`config.mk`:
```
export PLATFORM = sky130hd
export DESIGN_NAME = ebc_bank
export DESIGN_NICKNAME = d
export VERILOG_FILES = /design/src/verilog/ebc_pkg.sv /design/src/verilog/ebc_bank.sv
export SDC_FILE = /design/constraint.sdc
export NUM_CORES = 1
export LEC_CHECK = 0
export BUFFER_PORTS_ARGS = -buffer_cell sky130_fd_sc_hd__buf_2
export CAP_MARGIN = 15
export CORE_ASPECT_RATIO = 1.5
export CORE_MARGIN = 2
export CORE_UTILIZATION = 47
export CTS_CLUSTER_DIAMETER = 120
export DETAILED_ROUTE_END_ITERATION = 10
export PLACE_DENSITY = 0.66
export SLEW_MARGIN = 20
export SYNTH_ARGS = -nofsm -noshare
export SYNTH_HDL_FRONTEND = slang
export SYNTH_SLANG_ARGS = --single-unit
```
`constraint.sdc`:
```
create_clock -name clk_i -period 2.36 [get_ports clk_i]
set_input_delay 0.354 -clock clk_i [delete_from_list [all_inputs] [get_ports clk_i]]
set_output_delay 0.354 -clock clk_i [all_outputs]
set_load 0.01 [all_outputs]
```
`src/verilog/ebc_pkg.sv`:
```
package ebc_pkg;
   // Bus and bank geometry
   localparam int ADDR_W = 16;
   localparam int DATA_W = 32;
   localparam int NUM_SRC = 64;
   localparam int SRC_W = 6;
   localparam int LOG_W = 64;
   localparam int INFO_W = 63;
   localparam int VALID_BIT = 63;
   // Register indices as numbered in the model-specific space
   localparam logic [ADDR_W-1:0] IDX_ENABLE = 16'h0400;
   localparam logic [ADDR_W-1:0] IDX_LOG = 16'h0401;
   // Byte addresses: low words at four times the index
   localparam logic [ADDR_W-1:0] ADDR_ENABLE_LO = 16'(IDX_ENABLE * 4);
   localparam logic [ADDR_W-1:0] ADDR_LOG_LO = 16'(IDX_LOG * 4);
   // High words sit in a second window above the low words
   localparam logic [ADDR_W-1:0] HI_WINDOW = 16'h1000;
   localparam logic [ADDR_W-1:0] ADDR_ENABLE_HI = 16'(ADDR_ENABLE_LO + HI_WINDOW);
   localparam logic [ADDR_W-1:0] ADDR_LOG_HI = 16'(ADDR_LOG_LO + HI_WINDOW);
   // Interrupt status and mask
   localparam logic [ADDR_W-1:0] ADDR_IRQ_STS = 16'h3000;
   localparam logic [ADDR_W-1:0] ADDR_IRQ_MSK = 16'h3004;
   // Interrupt event bit positions
   localparam int EV_LOG = 0;
   localparam int EV_MCE = 1;
   localparam int EV_GPF = 2;
   localparam int EV_W = 3;
   // Reset values
   localparam logic [LOG_W-1:0] ENABLE_RST = 64'h0;
   localparam logic [LOG_W-1:0] LOG_RST = 64'h0;
   localparam logic [EV_W-1:0] IRQ_RST = 3'h0;
   localparam logic [DATA_W-1:0] DATA_ZERO = 32'h0;

   // One error report from a hardware detector
   typedef struct packed {
      logic valid;
      logic [SRC_W-1:0] src;
      logic [INFO_W-1:0] info;
   } ebc_err_type;
endpackage

```
`src/verilog/ebc_bank.sv`:
```
`timescale 1ns/100ps
// Notes on behaviour
// - one enable bit per source, writable
// - detected error logged into an empty log, valid flag set
// - logging ignores the enable mask
// - exception raised only for enabled sources
// - nonzero log write faults; zero clears
// - enable mask index 400h, log follows
module ebc_bank
   import ebc_pkg::*;
(
   input wire logic clk_i,
   input wire logic nrst_i,
   input wire logic psel_i,
   input wire logic penable_i,
   input wire logic pwrite_i,
   input wire logic [ADDR_W-1:0] paddr_i,
   input wire logic [DATA_W-1:0] pwdata_i,
   output logic [DATA_W-1:0] prdata_o,
   output logic pready_o,
   output logic pslverr_o,
   input wire ebc_err_type err_i,
   output logic machine_check_exception_o,
   output logic general_protection_fault_o,
   output logic irq_o
);

   logic [LOG_W-1:0] bank_source_enable_mask_r;
   logic [LOG_W-1:0] bank_source_enable_mask_nxt;
   logic [LOG_W-1:0] bank_error_log_r;
   logic [LOG_W-1:0] bank_error_log_nxt;
   logic [EV_W-1:0] irq_sts_r;
   logic [EV_W-1:0] irq_sts_nxt;
   logic [EV_W-1:0] irq_msk_r;
   logic mce_r;
   logic gpf_r;
   logic [DATA_W-1:0] rd_word;
   logic [DATA_W-1:0] prdata_nxt;
   logic [DATA_W-1:0] prdata_r;

   // Address decode; the slave never waits
   wire logic acc = psel_i & penable_i;
   wire logic wr = acc & pwrite_i;
   wire logic req_setup = psel_i & ~penable_i;
   wire logic sel_en_lo = (paddr_i == ADDR_ENABLE_LO);
   wire logic sel_en_hi = (paddr_i == ADDR_ENABLE_HI);
   wire logic sel_log_lo = (paddr_i == ADDR_LOG_LO);
   wire logic sel_log_hi = (paddr_i == ADDR_LOG_HI);
   wire logic sel_sts = (paddr_i == ADDR_IRQ_STS);
   wire logic sel_msk = (paddr_i == ADDR_IRQ_MSK);
   wire logic mapped = sel_en_lo | sel_en_hi | sel_log_lo | sel_log_hi |
                       sel_sts | sel_msk;
   wire logic wdata_zero = (pwdata_i == DATA_ZERO);

   // Log writes: only zero is accepted, anything else faults
   wire logic log_wr = wr & (sel_log_lo | sel_log_hi);
   wire logic gpf_req = log_wr & ~wdata_zero;
   wire logic clr_lo = wr & sel_log_lo & wdata_zero;
   wire logic clr_hi = wr & sel_log_hi & wdata_zero;

   // Capture only into an empty log; a full log keeps the older error
   wire logic log_take = err_i.valid & ~bank_error_log_r[VALID_BIT];
   // Exception depends on the source enable, logging does not
   wire logic mce_hit = err_i.valid & bank_source_enable_mask_r[err_i.src];

   wire logic [EV_W-1:0] events;
   assign events[EV_LOG] = log_take;
   assign events[EV_MCE] = mce_hit;
   assign events[EV_GPF] = gpf_req;
   wire logic [EV_W-1:0] irq_w1c =
      (wr & sel_sts) ? pwdata_i[EV_W-1:0] : IRQ_RST;

   // Enable mask next value, written one word at a time
   always_comb begin
      bank_source_enable_mask_nxt = bank_source_enable_mask_r;
      if (wr && sel_en_lo) begin
         bank_source_enable_mask_nxt[DATA_W-1:0] = pwdata_i;
      end
      if (wr && sel_en_hi) begin
         bank_source_enable_mask_nxt[LOG_W-1:DATA_W] = pwdata_i;
      end
   end

   // Log next value: a new capture wins over a same-cycle clear
   always_comb begin
      bank_error_log_nxt = bank_error_log_r;
      if (clr_lo) begin
         bank_error_log_nxt[DATA_W-1:0] = DATA_ZERO;
      end
      if (clr_hi) begin
         bank_error_log_nxt[LOG_W-1:DATA_W] = DATA_ZERO;
      end
      if (log_take) begin
         bank_error_log_nxt = {1'b1, err_i.info};
      end
   end

   // Sticky interrupt status; set beats write-one-to-clear
   assign irq_sts_nxt = (irq_sts_r & ~irq_w1c) | events;

   // Register bank
   always_ff @(posedge clk_i) begin
      if (!nrst_i) begin
         bank_source_enable_mask_r <= ENABLE_RST;
         bank_error_log_r <= LOG_RST;
         irq_sts_r <= IRQ_RST;
         irq_msk_r <= IRQ_RST;
         prdata_r <= DATA_ZERO;
      end else begin
         bank_source_enable_mask_r <= bank_source_enable_mask_nxt;
         bank_error_log_r <= bank_error_log_nxt;
         irq_sts_r <= irq_sts_nxt;
         prdata_r <= prdata_nxt;
         if (wr && sel_msk) begin
            irq_msk_r <= pwdata_i[EV_W-1:0];
         end
      end
   end

   // Exception and fault leave as registered one-cycle pulses
   always_ff @(posedge clk_i) begin
      if (!nrst_i) begin
         mce_r <= 1'b0;
         gpf_r <= 1'b0;
      end else begin
         mce_r <= mce_hit;
         gpf_r <= gpf_req;
      end
   end

   // Read mux; unmapped reads return zero with an error
   always_comb begin
      rd_word = DATA_ZERO;
      if (sel_en_lo) begin
         rd_word = bank_source_enable_mask_r[DATA_W-1:0];
      end else if (sel_en_hi) begin
         rd_word = bank_source_enable_mask_r[LOG_W-1:DATA_W];
      end else if (sel_log_lo) begin
         rd_word = bank_error_log_r[DATA_W-1:0];
      end else if (sel_log_hi) begin
         rd_word = bank_error_log_r[LOG_W-1:DATA_W];
      end else if (sel_sts) begin
         rd_word = {{(DATA_W-EV_W){1'b0}}, irq_sts_r};
      end else if (sel_msk) begin
         rd_word = {{(DATA_W-EV_W){1'b0}}, irq_msk_r};
      end
   end

   // Read data is caught in the setup cycle so it leaves a flip-flop;
   // a capture at that same edge shows only on the next read
   assign prdata_nxt = req_setup ? rd_word : prdata_r;
   assign prdata_o = prdata_r;

   assign pready_o = 1'b1;
   // A faulting log write is also flagged on the bus
   assign pslverr_o = acc & (~mapped | gpf_req);
   assign machine_check_exception_o = mce_r;
   assign general_protection_fault_o = gpf_r;
   assign irq_o = |(irq_sts_r & irq_msk_r);
endmodule

```
==> summary.txt, run 1 <==
Setup path
  • Max FO, Critical Path: 3
  • Reg2reg end: irq_sts_r[1]$_SDFF_PN0_
  • Max incr delay on CP: 0.33 ns
  • Top delay family on crit path: compound AO/OA/AOI/OAI gates
  • Worst endpoint required time: 2.01 ns
  • WP buf/inv: 3
  • Reg2reg path depth: 4
  • Worst reg2reg startpoint: bank_source_enable_mask_r[21]$_SDFFE_PN0P_
  • Worst reg-to-reg setup slack: 0.60 ns
  • CP cell instances: buf_2 > nor4_1 > buf_4 > nand4_1 > o21ai_2 > a21oi_1 > o311a_1 > buf_2
  • Critical Path AT: 1.88 ns
  • CP most frequent cell: buf_2
  • CP max stage cell: o311a_1
  • Crit end category: primary output
  • Worst setup SP type: input port
  • Critical path class: in -> out

Placed design
  • Final GP Congestion: 0.891
  • DP HPWL: 16300 µm
  • Placed cell area: 0.00869 mm²
  • IO Port Bufs: 158

Clock tree
  • Clock Path Buffers: 2
  • Clock root cell: clkbuf_16
  • Htree depth: 4
  • Clk sink count: 168
  • CTS clk-pin slew, worst paths: 0.07 ns
  • Postcts setup bufs: 0
  • Worst-Skew Late Latency: 0.43 ns
  • CTS tree: done
  • TritonCTS Buffers: 17
  • Post-CTS Hold Buffers: 0

Layout
  • Nets: 1145
  • Fin area: 0.00931 mm²
  • Most common cell after layout, fill and taps aside: nand2_1
  • Core Util, Final: 58.0%
  • Layout cells sized above 1: 24.2%
  • Commonest non-fill, non-tap cells in the layout: 226 x nand2_1, 168 x dfxtp_1, 158 x buf_2
  • Area grow syn2layout: 21.5%

Floorplanning
  • Io pins: 160
  • Core area: 0.0160 mm²
  • Initial Utilization: 47.7%
  • Row count: 57
  • Die Height: 160 µm
  • Chip Width: 108 µm
  • Die area: 0.0173 mm²

STA
  • Minimum clock period: 2.23 ns
  • Post-Route Setup TNS: 0 ns
  • Final period utilization: 94.5%
  • Hold Vio Cnt, Final: 0
  • Clock Skew: 0.00922 ns
  • Final Setup Violations: 0
  • Slew @ Worst Pin: 0.774 ns
  • Max Freq: 448 MHz
  • Slew Limit Fails: 0
  • RSZ-0062 raised after global routing: no
  • Slew headroom: 48.3%
  • Worst hold slack: 0.156 ns

GRT
  • Initial antenna violation count: 1
  • Largest net degree at the start of global routing: 135
  • Number of global-route vias before repair: 7012
  • Total GRT Usage: 27.7%
  • Global route overflow: 0
  • First-pass GRT wire length: 37800 µm

Pwr
  • Overall Power: 6.36 mW
  • Pwr dens: 684 mW/mm²
  • Leakage: 3.45 nW
  • VDD IR max: 457 µV

Hold path
  • Worst hold path depth: 3
  • Hold Path End: bank_error_log_r[56]$_SDFFE_PN0P_
  • Min-Delay Startpoint: err_i[56]
  • Min-delay worst type: in -> reg

Synthesis
  • Async S/R FF share, synth: 0%
  • Synthesized cell area: 0.00766 mm²
  • Seq/Total Area, Yosys: 43.9%
  • Flops & latches, synth: 168
  • Syn_area_per_cell: 8.53 µm²
  • Distinct cells, synth: 52
  • EDFF count, synth: 0
  • Ys Warns: 0
  • Commonest register cell after synthesis: dfxtp_1
  • Syn nets: 1021
  • Gate Count Post-Synth: 898

Detailed routing
  • DRC viols: 0
  • Final wirelength: 23400 µm
  • Routed Antenna Nets: 0
  • Initial DRC Count: 450
  • Routed vias: 7236
  • Avg WL per Cell: 18.9 µm
  • Mean number of vias per cell: 5.83
  • Total iterations of the first detailed-routing run: 5

Status
  • Status: finished, final reports clean

Run
  • Max Cap Viol: 0
-- worst max path at each step --
| stage | depth (start not counted) | from | endpoint |
|---|---|---|---|
| 3_5_place_dp | 8 | pwdata_i[26] | pslverr_o |
| 5_1_grt | 8 | pwdata_i[26] | pslverr_o |
| 3_3_place_gp | 8 | pwdata_i[26] | pslverr_o |
| 6_report | 8 | pwdata_i[26] | pslverr_o |
| 2_1_floorplan | 6 | paddr_i[11] | pslverr_o |
| 4_1_cts | 8 | pwdata_i[26] | pslverr_o |
-- registers in the layout, summed over array words and instances (netlist names) --
name and flops:
general_protection_fault_o 1, bank_source_enable_mask_r 64, irq_msk_r 3, irq_sts_r 3, bank_error_log_r 64, machine_check_exception_o 1, prdata_o 32
-- metrics by stage --
step,setup slack (ns),std cells
finish,0.130,1241
global route,0.0306,1240
CTS,0.0815,1240
detailed placement,0.00360,1209
global placement,0.00485,1209
floorplan,0.332,898
-- repair_timing --
| item | CTS | global route |
|---|---|---|
| gates resized for setup | 1 | 1 |
| endpoints found under the setup margin | 1 | 1 |
| pin swaps | 0 | 0 |
-- Yosys cell counts, drive strengths merged, types with 2 or more instances --
| master | instances | area, µm² |
|---|---|---|
| buf | 35 | 213 |
| mux2i | 13 | 130 |
| nand3 | 14 | 85.1 |
| or3 | 2 | 12.5 |
| nor3 | 6 | 35.0 |
| inv | 6 | 22.5 |
| o2111ai | 4 | 35.0 |
| a21oi | 136 | 681 |
| clkbuf | 52 | 196 |
| o21ai | 32 | 160 |
| mux4 | 13 | 327 |
| o221ai | 29 | 254 |
| a31oi | 3 | 18.8 |
| a221oi | 33 | 302 |
| o211ai | 65 | 488 |
| a211oi | 2 | 20.0 |
| nand2b | 6 | 37.5 |
| nor4 | 12 | 135 |
| dfxtp | 168 | 3360 |
| nor2 | 9 | 33.8 |
| a222oi | 3 | 30.0 |
| nand2 | 226 | 848 |
| nand4 | 6 | 52.6 |
| mux2 | 2 | 22.5 |
| nor2b | 7 | 43.8 |
-- kinds of logic (layout without fill, tap and decap cells) --
kind of cell,Yosys count,count (layout),synth area share (%)
compound gates,317,317,27.1
buf+inv,93,229,5.64
flops,168,168,43.9
mux,28,28,6.26
other cells,1,2,0.0490
simple gates,291,291,17.0
-- power by group --
group	switching, mW	internal (mW)	total, mW
clock	1.21	1.69	2.90
sequential	0.0397	2.91	2.95
combinational	0.307	0.204	0.511
-- final cells by class --
type	count	area, µm²
antenna	1	2.50
clock buffer	17	425
timing repair buffer	192	1160
multi-input combinational	637	3890
inverter	6	23.8
tap	206	258
fill	1525	6740
sequential	168	3360
clock inverter	14	185
-- layer usage --
layer	GRT usage (%)	up-vias	wire length, µm
met3	3.77	41	1380
li1	-	3545	-
met2	45.2	252	11700
met5	0	-	0
met1	36.9	3398	9590
met4	11.1	0	711
-- worst min-delay path, cell delays in order --
cell and delay, ns:
buf_2 0.09, nand2_1 0.05, a21oi_1 0.05
Note: power is estimated with default switching activity, not from simulation.
==> run 2, diff against run 1 <==
- GPL_TIMING_DRIVEN: not set -> 0
==> run 2 against run 1 <==
Design area barely moved. Non-clock buffer count rose by 50. First-iteration DRC count shrank 14%. Clock-buffer cell count unchanged. Routed wire length increased by 8.3%. Final cell count up 3.9%. Clock skew grew 0.0056 ns. Via count is 3.8% higher. Sequential share of layout area about the same. Utilization barely moved. Critical path depth did not move. Combinational power about the same. Critical path type unchanged.
==> summary.txt, run 2 (synthesis gave the netlist of run 1 again) <==
Setup path
  • Critical path class: in -> out (unchanged)
  • Crit end category: primary output (unchanged)
  • Critical Path AT: 1.95 ns (was 1.88 ns)
  • Worst endpoint required time: 2.01 ns (about the same)
  • Worst setup SP type: input port (unchanged)
  • Max FO, Critical Path: 10 (was 3)

Clock tree
  • Worst-Skew Late Latency: 0.43 ns (about the same)
  • Post-CTS Hold Buffers: 0 (unchanged)
  • CTS tree: done (unchanged)
  • Htree depth: 4 (unchanged)
  • Clk sink count: 168 (unchanged)
  • TritonCTS Buffers: 17 (unchanged)
  • Clock root cell: clkbuf_16 (unchanged)
  • Clock Path Buffers: 2 (unchanged)
  • CTS clk-pin slew, worst paths: 0.07 ns (about the same)

GRT
  • Number of global-route vias before repair: 7408 (was 7012)
  • Largest net degree at the start of global routing: 17 (was 135)
  • Initial antenna violation count: 1 (unchanged)
  • First-pass GRT wire length: 39500 µm (was 37800 µm)
  • Total GRT Usage: 29.6% (was 27.7%)
  • Global route overflow: 0 (unchanged)

Pwr
  • Power share of the clock group: 44.0% (was 45.6%)
  • Overall Power: 6.19 mW (was 6.36 mW)
  • Pint: 4.57 mW (was 4.80 mW)
  • Leakage: 3.41 nW (was 3.45 nW)
  • Combinational group share of total power: 8.3% (was 8.0%)
  • VDD IR max: 360 µV (was 457 µV)
  • Sw Share: 26.1% (was 24.5%)
  • Sequential power share: 47.7% (was 46.3%)
  • Switching Power: 1.61 mW (was 1.56 mW)
  • Pwr dens: 665 mW/mm² (was 684 mW/mm²)

STA
  • Final Setup Violations: 0 (unchanged)
  • Max Freq: 434 MHz (was 448 MHz)
  • Slew headroom: 46.8% (was 48.3%)
  • Final period utilization: 97.7% (was 94.5%)
  • Hold Vio Cnt, Final: 0 (unchanged)
  • RSZ-0062 raised after global routing: no (unchanged)
  • Post-Route Setup TNS: 0 ns (unchanged)
  • Slew Limit Fails: 0 (unchanged)
  • Slew @ Worst Pin: 0.795 ns (was 0.774 ns)
  • Clock Skew: 0.0149 ns (was 0.00922 ns)
  • Minimum clock period: 2.30 ns (was 2.23 ns)

Layout
  • Commonest non-fill, non-tap cells in the layout: 226 x nand2_1, 173 x buf_2, 168 x dfxtp_1 (was 226 x nand2_1, 168 x dfxtp_1, 158 x buf_2)
  • Fill cells: 1575 (was 1525)
  • Diode count: 0 (was 1)
  • Core Util, Final: 58.0% (about the same)
  • Nets: 1195 (was 1145)
  • Most common cell after layout, fill and taps aside: nand2_1 (unchanged)
  • Layout cells sized above 1: 22.4% (was 24.2%)
  • Area grow syn2layout: 21.5% (about the same)

Hold path
  • Min-delay worst type: in -> reg (unchanged)

Detailed routing
  • Final wirelength: 25400 µm (was 23400 µm)
  • Top layer used by detailed routing: met4 (unchanged)
  • Routed Antenna Nets: 0 (unchanged)
  • Routed vias: 7512 (was 7236)
  • Avg WL per Cell: 19.7 µm (was 18.9 µm)
  • M1 WL: 9930 µm (was 9590 µm)
  • Initial DRC Count: 388 (was 450)
  • Total iterations of the first detailed-routing run: 7 (was 5)
  • Met2 wire len: 13000 µm (was 11700 µm)
  • Met3 Wirelength: 1550 µm (was 1380 µm)
  • Mean number of vias per cell: 5.82 (was 5.83)
  • DRC viols: 0 (unchanged)

Floorplanning
  • Core area: 0.0160 mm² (unchanged)
  • Chip Width: 108 µm (unchanged)
  • Row count: 57 (unchanged)
  • Initial Utilization: 47.7% (unchanged)
  • Die Height: 160 µm (unchanged)
  • Io pins: 160 (unchanged)
  • Die area: 0.0173 mm² (unchanged)

Status
  • Status: finished, final reports clean (unchanged)

Placed design
  • DP HPWL: 19600 µm (was 16300 µm)
  • IO Port Bufs: 153 (was 158)
  • Final GP Congestion: 0.906 (was 0.891)

Run
  • Max Cap Viol: 0 (unchanged)
-- run 2: cell count changes in the layout (fill, tap and decap cells not counted), sizes merged --
cell	delta
bufinv	-2
buf	-2
clkinvlp	+2
clkinv	-1
inv	+1
diode	-1
clkbuf	+52
-- run 2: through the flow --
| step | cells | hold slack, ns | worst slack, ns | cell area [µm²] |
|---|---|---|---|---|
| finish | 1290 | 0.156 | 0.0551 | 9300 |
| global route | 1290 | 0.163 | 0.00118 | 9300 |
| CTS | 1288 | 0.152 | 0.00157 | 9280 |
| detailed placement | 1257 | 0.439 | -0.338 | 8680 |
| global placement | 1257 | 0.432 | -0.322 | 8680 |
| floorplan | 898 | 0.444 | 0.332 | 7660 |
-- run 2: metal layers --
layer / vias to the layer above / global-route usage (%)
li1: 3651 / -
met1: 3516 / 35.9
met2: 281 / 52.0
met3: 64 / 4.26
met4: 0 / 11.8
met5: - / 0
-- run 2: critical path: stages --
cell     delay, ns
buf_2         0.11
nor4_4        0.34
and4_1        0.23
buf_4         0.21
nand3_4       0.17
a21oi_4       0.23
o311a_1       0.17
buf_2         0.12
-- run 2: power groups by stage --
stage | Combinational, mW | Clock (mW) | Sequential [mW]
after floorplan | 0.272 | 0 | 3.00
after global placement | 0.506 | 0 | 3.01
after detailed placement | 0.509 | 0 | 3.02
after CTS | 0.514 | 2.72 | 2.95
after global routing | 0.564 | 2.86 | 2.96
final | 0.514 | 2.72 | 2.95
-- run 2: final timing paths --
| path | slack (ns) | startpoint | cells past startpoint | to |
|---|---|---|---|---|
| max | 0.06 | paddr_i[1] | 8 | pslverr_o |
| min | 0.16 | err_i[40] | 3 | bank_error_log_r[40]$_SDFFE_PN0P_ |
| max reg2reg | 0.49 | bank_error_log_r[63]$_SDFFE_PN0P_ | 5 | bank_error_log_r[58]$_SDFFE_PN0P_ |
| min reg2reg | 0.44 | prdata_o[7]$_SDFFE_PN0P_ | 2 | prdata_o[7]$_SDFFE_PN0P_ |
-- run 2: cell type report --
type / count / area [µm²] / area share, %
buffer: 87 / 409 / 4.40
sequential: 168 / 3360 / 36.2
clock inverter: 14 / 138 / 1.48
inverter: 6 / 22.5 / 0.242
multi-input combinational: 637 / 3900 / 42.0
timing repair buffer: 155 / 781 / 8.39
tap: 206 / 258 / 2.77
clock buffer: 17 / 425 / 4.57
-- run 2: timing repair --
item                                   CTS  global route
resized for setup                        6             2
endpoints found under the hold margin    0             0
gates cloned                             0             0
setup endpoints to repair                1             1
pin swaps                                0             1
buffers inserted                         0             2
==> run 3, diff against run 2 <==
- RECOVER_POWER: not set -> 50
==> run 3 against run 2 <==
Maximum frequency increased by 0.84%. Critical path depth stayed put. Combinational power is essentially flat. Clock skew increased by 0.00063 ns. Highest routed layer unchanged. Final cell count unchanged.
==> summary.txt, run 3 (synthesis gave the netlist of run 1 again) <==
Setup path
  • Worst reg-to-reg setup slack: 0.48 ns (was 0.49 ns)
  • Crit end category: primary output (unchanged)
  • Critical path class: in -> out (unchanged)
  • CP cell instances: clkbuf_1 > nor4_4 > and4_1 > buf_4 > nand3_4 > a21oi_4 > o311a_1 > buf_2 (was buf_2 > nor4_4 > and4_1 > buf_4 > nand3_4 > a21oi_4 > o311a_1 > buf_2)
  • Worst setup SP type: input port (unchanged)
  • Max FO, Critical Path: 10 (unchanged)
  • Top delay family on crit path: simple AND/OR/NAND/NOR gates (unchanged)
  • Critical Path AT: 1.93 ns (was 1.95 ns)
  • Worst endpoint required time: 2.01 ns (about the same)
  • Max incr delay on CP: 0.35 ns (was 0.34 ns)
  • CP max stage cell: nor4_4 (unchanged)
  • WP buf/inv: 3 (unchanged)

Layout
  • Core Util, Final: 57.4% (was 58.0%)
  • Register area: 0.00336 mm² (unchanged)
  • Fill cells: 1591 (was 1575)
  • Commonest non-fill, non-tap cells in the layout: 226 x nand2_1, 168 x dfxtp_1, 135 x a21oi_1 (was 226 x nand2_1, 173 x buf_2, 168 x dfxtp_1)
  • Footprint of the multi-input gates: 0.00389 mm² (was 0.00390 mm²)
  • Area grow syn2layout: 20.3% (was 21.5%)
  • Most common cell after layout, fill and taps aside: nand2_1 (unchanged)
  • Diode count: 0 (unchanged)
  • Layout Cells excl Fill: 1290 (unchanged)
  • Nets: 1195 (unchanged)
  • Layout cells sized above 1: 18.2% (was 22.4%)

Clock tree
  • Clock Path Buffers: 2 (unchanged)
  • Htree depth: 4 (unchanged)
  • Worst-Skew Late Latency: 0.43 ns (about the same)
  • Post-CTS Hold Buffers: 0 (unchanged)
  • Clock root cell: clkbuf_16 (unchanged)
  • CTS tree: done (unchanged)
  • TritonCTS Buffers: 17 (unchanged)
  • CTS clk-pin slew, worst paths: 0.07 ns (about the same)
  • Clk sink count: 168 (unchanged)

Floorplanning
  • Chip Width: 108 µm (unchanged)
  • Row count: 57 (unchanged)
  • Initial Utilization: 47.7% (unchanged)
  • Io pins: 160 (unchanged)
  • Core area: 0.0160 mm² (unchanged)
  • Die area: 0.0173 mm² (unchanged)
  • Die Height: 160 µm (unchanged)

Pwr
  • Pwr dens: 672 mW/mm² (was 665 mW/mm²)
  • VDD IR max: 360 µV (about the same)
  • Leakage: 3.22 nW (was 3.41 nW)
  • Overall Power: 6.19 mW (about the same)

Placed design
  • IO Port Bufs: 153 (unchanged)
  • Final GP Congestion: 0.906 (unchanged)
  • Dpl cells: 1257 (unchanged)
  • DP HPWL: 19600 µm (unchanged)

GRT
  • Total GRT Usage: 29.6% (unchanged)
  • First-pass GRT wire length: 39500 µm (unchanged)
  • Global route overflow: 0 (unchanged)
  • Initial antenna violation count: 1 (unchanged)
  • Largest net degree at the start of global routing: 17 (unchanged)
  • Number of global-route vias before repair: 7408 (unchanged)

Detailed routing
  • Routed Antenna Nets: 0 (unchanged)
  • Initial DRC Count: 392 (was 388)
  • Final wirelength: 25400 µm (about the same)
  • Mean number of vias per cell: 5.86 (was 5.82)
  • DRC viols: 0 (unchanged)
  • Avg WL per Cell: 19.7 µm (about the same)
  • Routed vias: 7556 (was 7512)
  • Total iterations of the first detailed-routing run: 5 (was 7)

STA
  • Post-Route Setup TNS: 0 ns (unchanged)
  • Worst hold slack: 0.154 ns (was 0.156 ns)
  • Slew headroom: 46.0% (was 46.8%)
  • Slew @ Worst Pin: 0.808 ns (was 0.795 ns)
  • Slew Limit Fails: 0 (unchanged)
  • Final Setup Violations: 0 (unchanged)
  • Final period utilization: 96.8% (was 97.7%)
  • Max Freq: 438 MHz (was 434 MHz)
  • Minimum clock period: 2.29 ns (was 2.30 ns)
  • Hold Vio Cnt, Final: 0 (unchanged)
  • Clock Skew: 0.0155 ns (was 0.0149 ns)
  • RSZ-0062 raised after global routing: no (unchanged)

Status
  • Status: finished, final reports clean (unchanged)

Run
  • Max Cap Viol: 0 (unchanged)

Hold path
  • Min-delay worst type: in -> reg (unchanged)
run 3: cell types whose count changed in the layout (fill, tap and decap cells not counted), sizes merged:
cell / delta
buf: -44
clkbuf: +44
run 3: final timing paths:
kind	from	end	cells past startpoint
setup / recovery	paddr_i[1]	pslverr_o	8
hold / removal	err_i[40]	bank_error_log_r[40]$_SDFFE_PN0P_	3
setup reg to reg	bank_error_log_r[63]$_SDFFE_PN0P_	bank_error_log_r[58]$_SDFFE_PN0P_	5
hold reg to reg	prdata_o[7]$_SDFFE_PN0P_	prdata_o[7]$_SDFFE_PN0P_	2
run 3: worst register-to-register path: stages, from the launching register on:
cell,delay (ns)
dfxtp_1,0.39
nand2b_1,0.14
clkbuf_1,0.41
clkbuf_1,0.52
o211ai_1,0.19
a21oi_1,0.17
run 3: repair_timing:
action,4_1_cts,5_1_grt
pin swaps,0,1
gates resized for setup,6,2
buffers inserted,0,2
endpoints found under the setup margin,1,1
run 3: final cells by class:
class	count	share of cell area (%)
plain buffers	87	4.16
clock buffers	17	4.62
clock inverters	14	1.49
inverters	6	0.244
multi-input cells	637	42.2
flip-flops and latches	168	36.5
well taps	206	2.80
repair buffers	155	7.96
run 3: report_power, final:
part / leakage [nW] / internal (mW) / switching (mW)
sequential: 1.36 / 2.91 / 0.0446
clock: 0.265 / 1.47 / 1.25
combinational: 1.59 / 0.192 / 0.320
run 3: per-stage QoR:
stage	cell area [µm²]	setup slack, ns
global route	9210	0.00887
finish	9210	0.0744
global placement	8680	-0.322
detailed placement	8680	-0.338
CTS	9280	0.00157
floorplan	7660	0.332
run 3: per-layer routing:
layer / vias up / share of wire, % / global-route usage [%]
met4: 0 / 3.6 / 11.8
met1: 3542 / 39 / 35.9
met5: - / 0 / 0
met2: 297 / 51 / 52.0
li1: 3650 / - / -
met3: 67 / 6.5 / 4.26
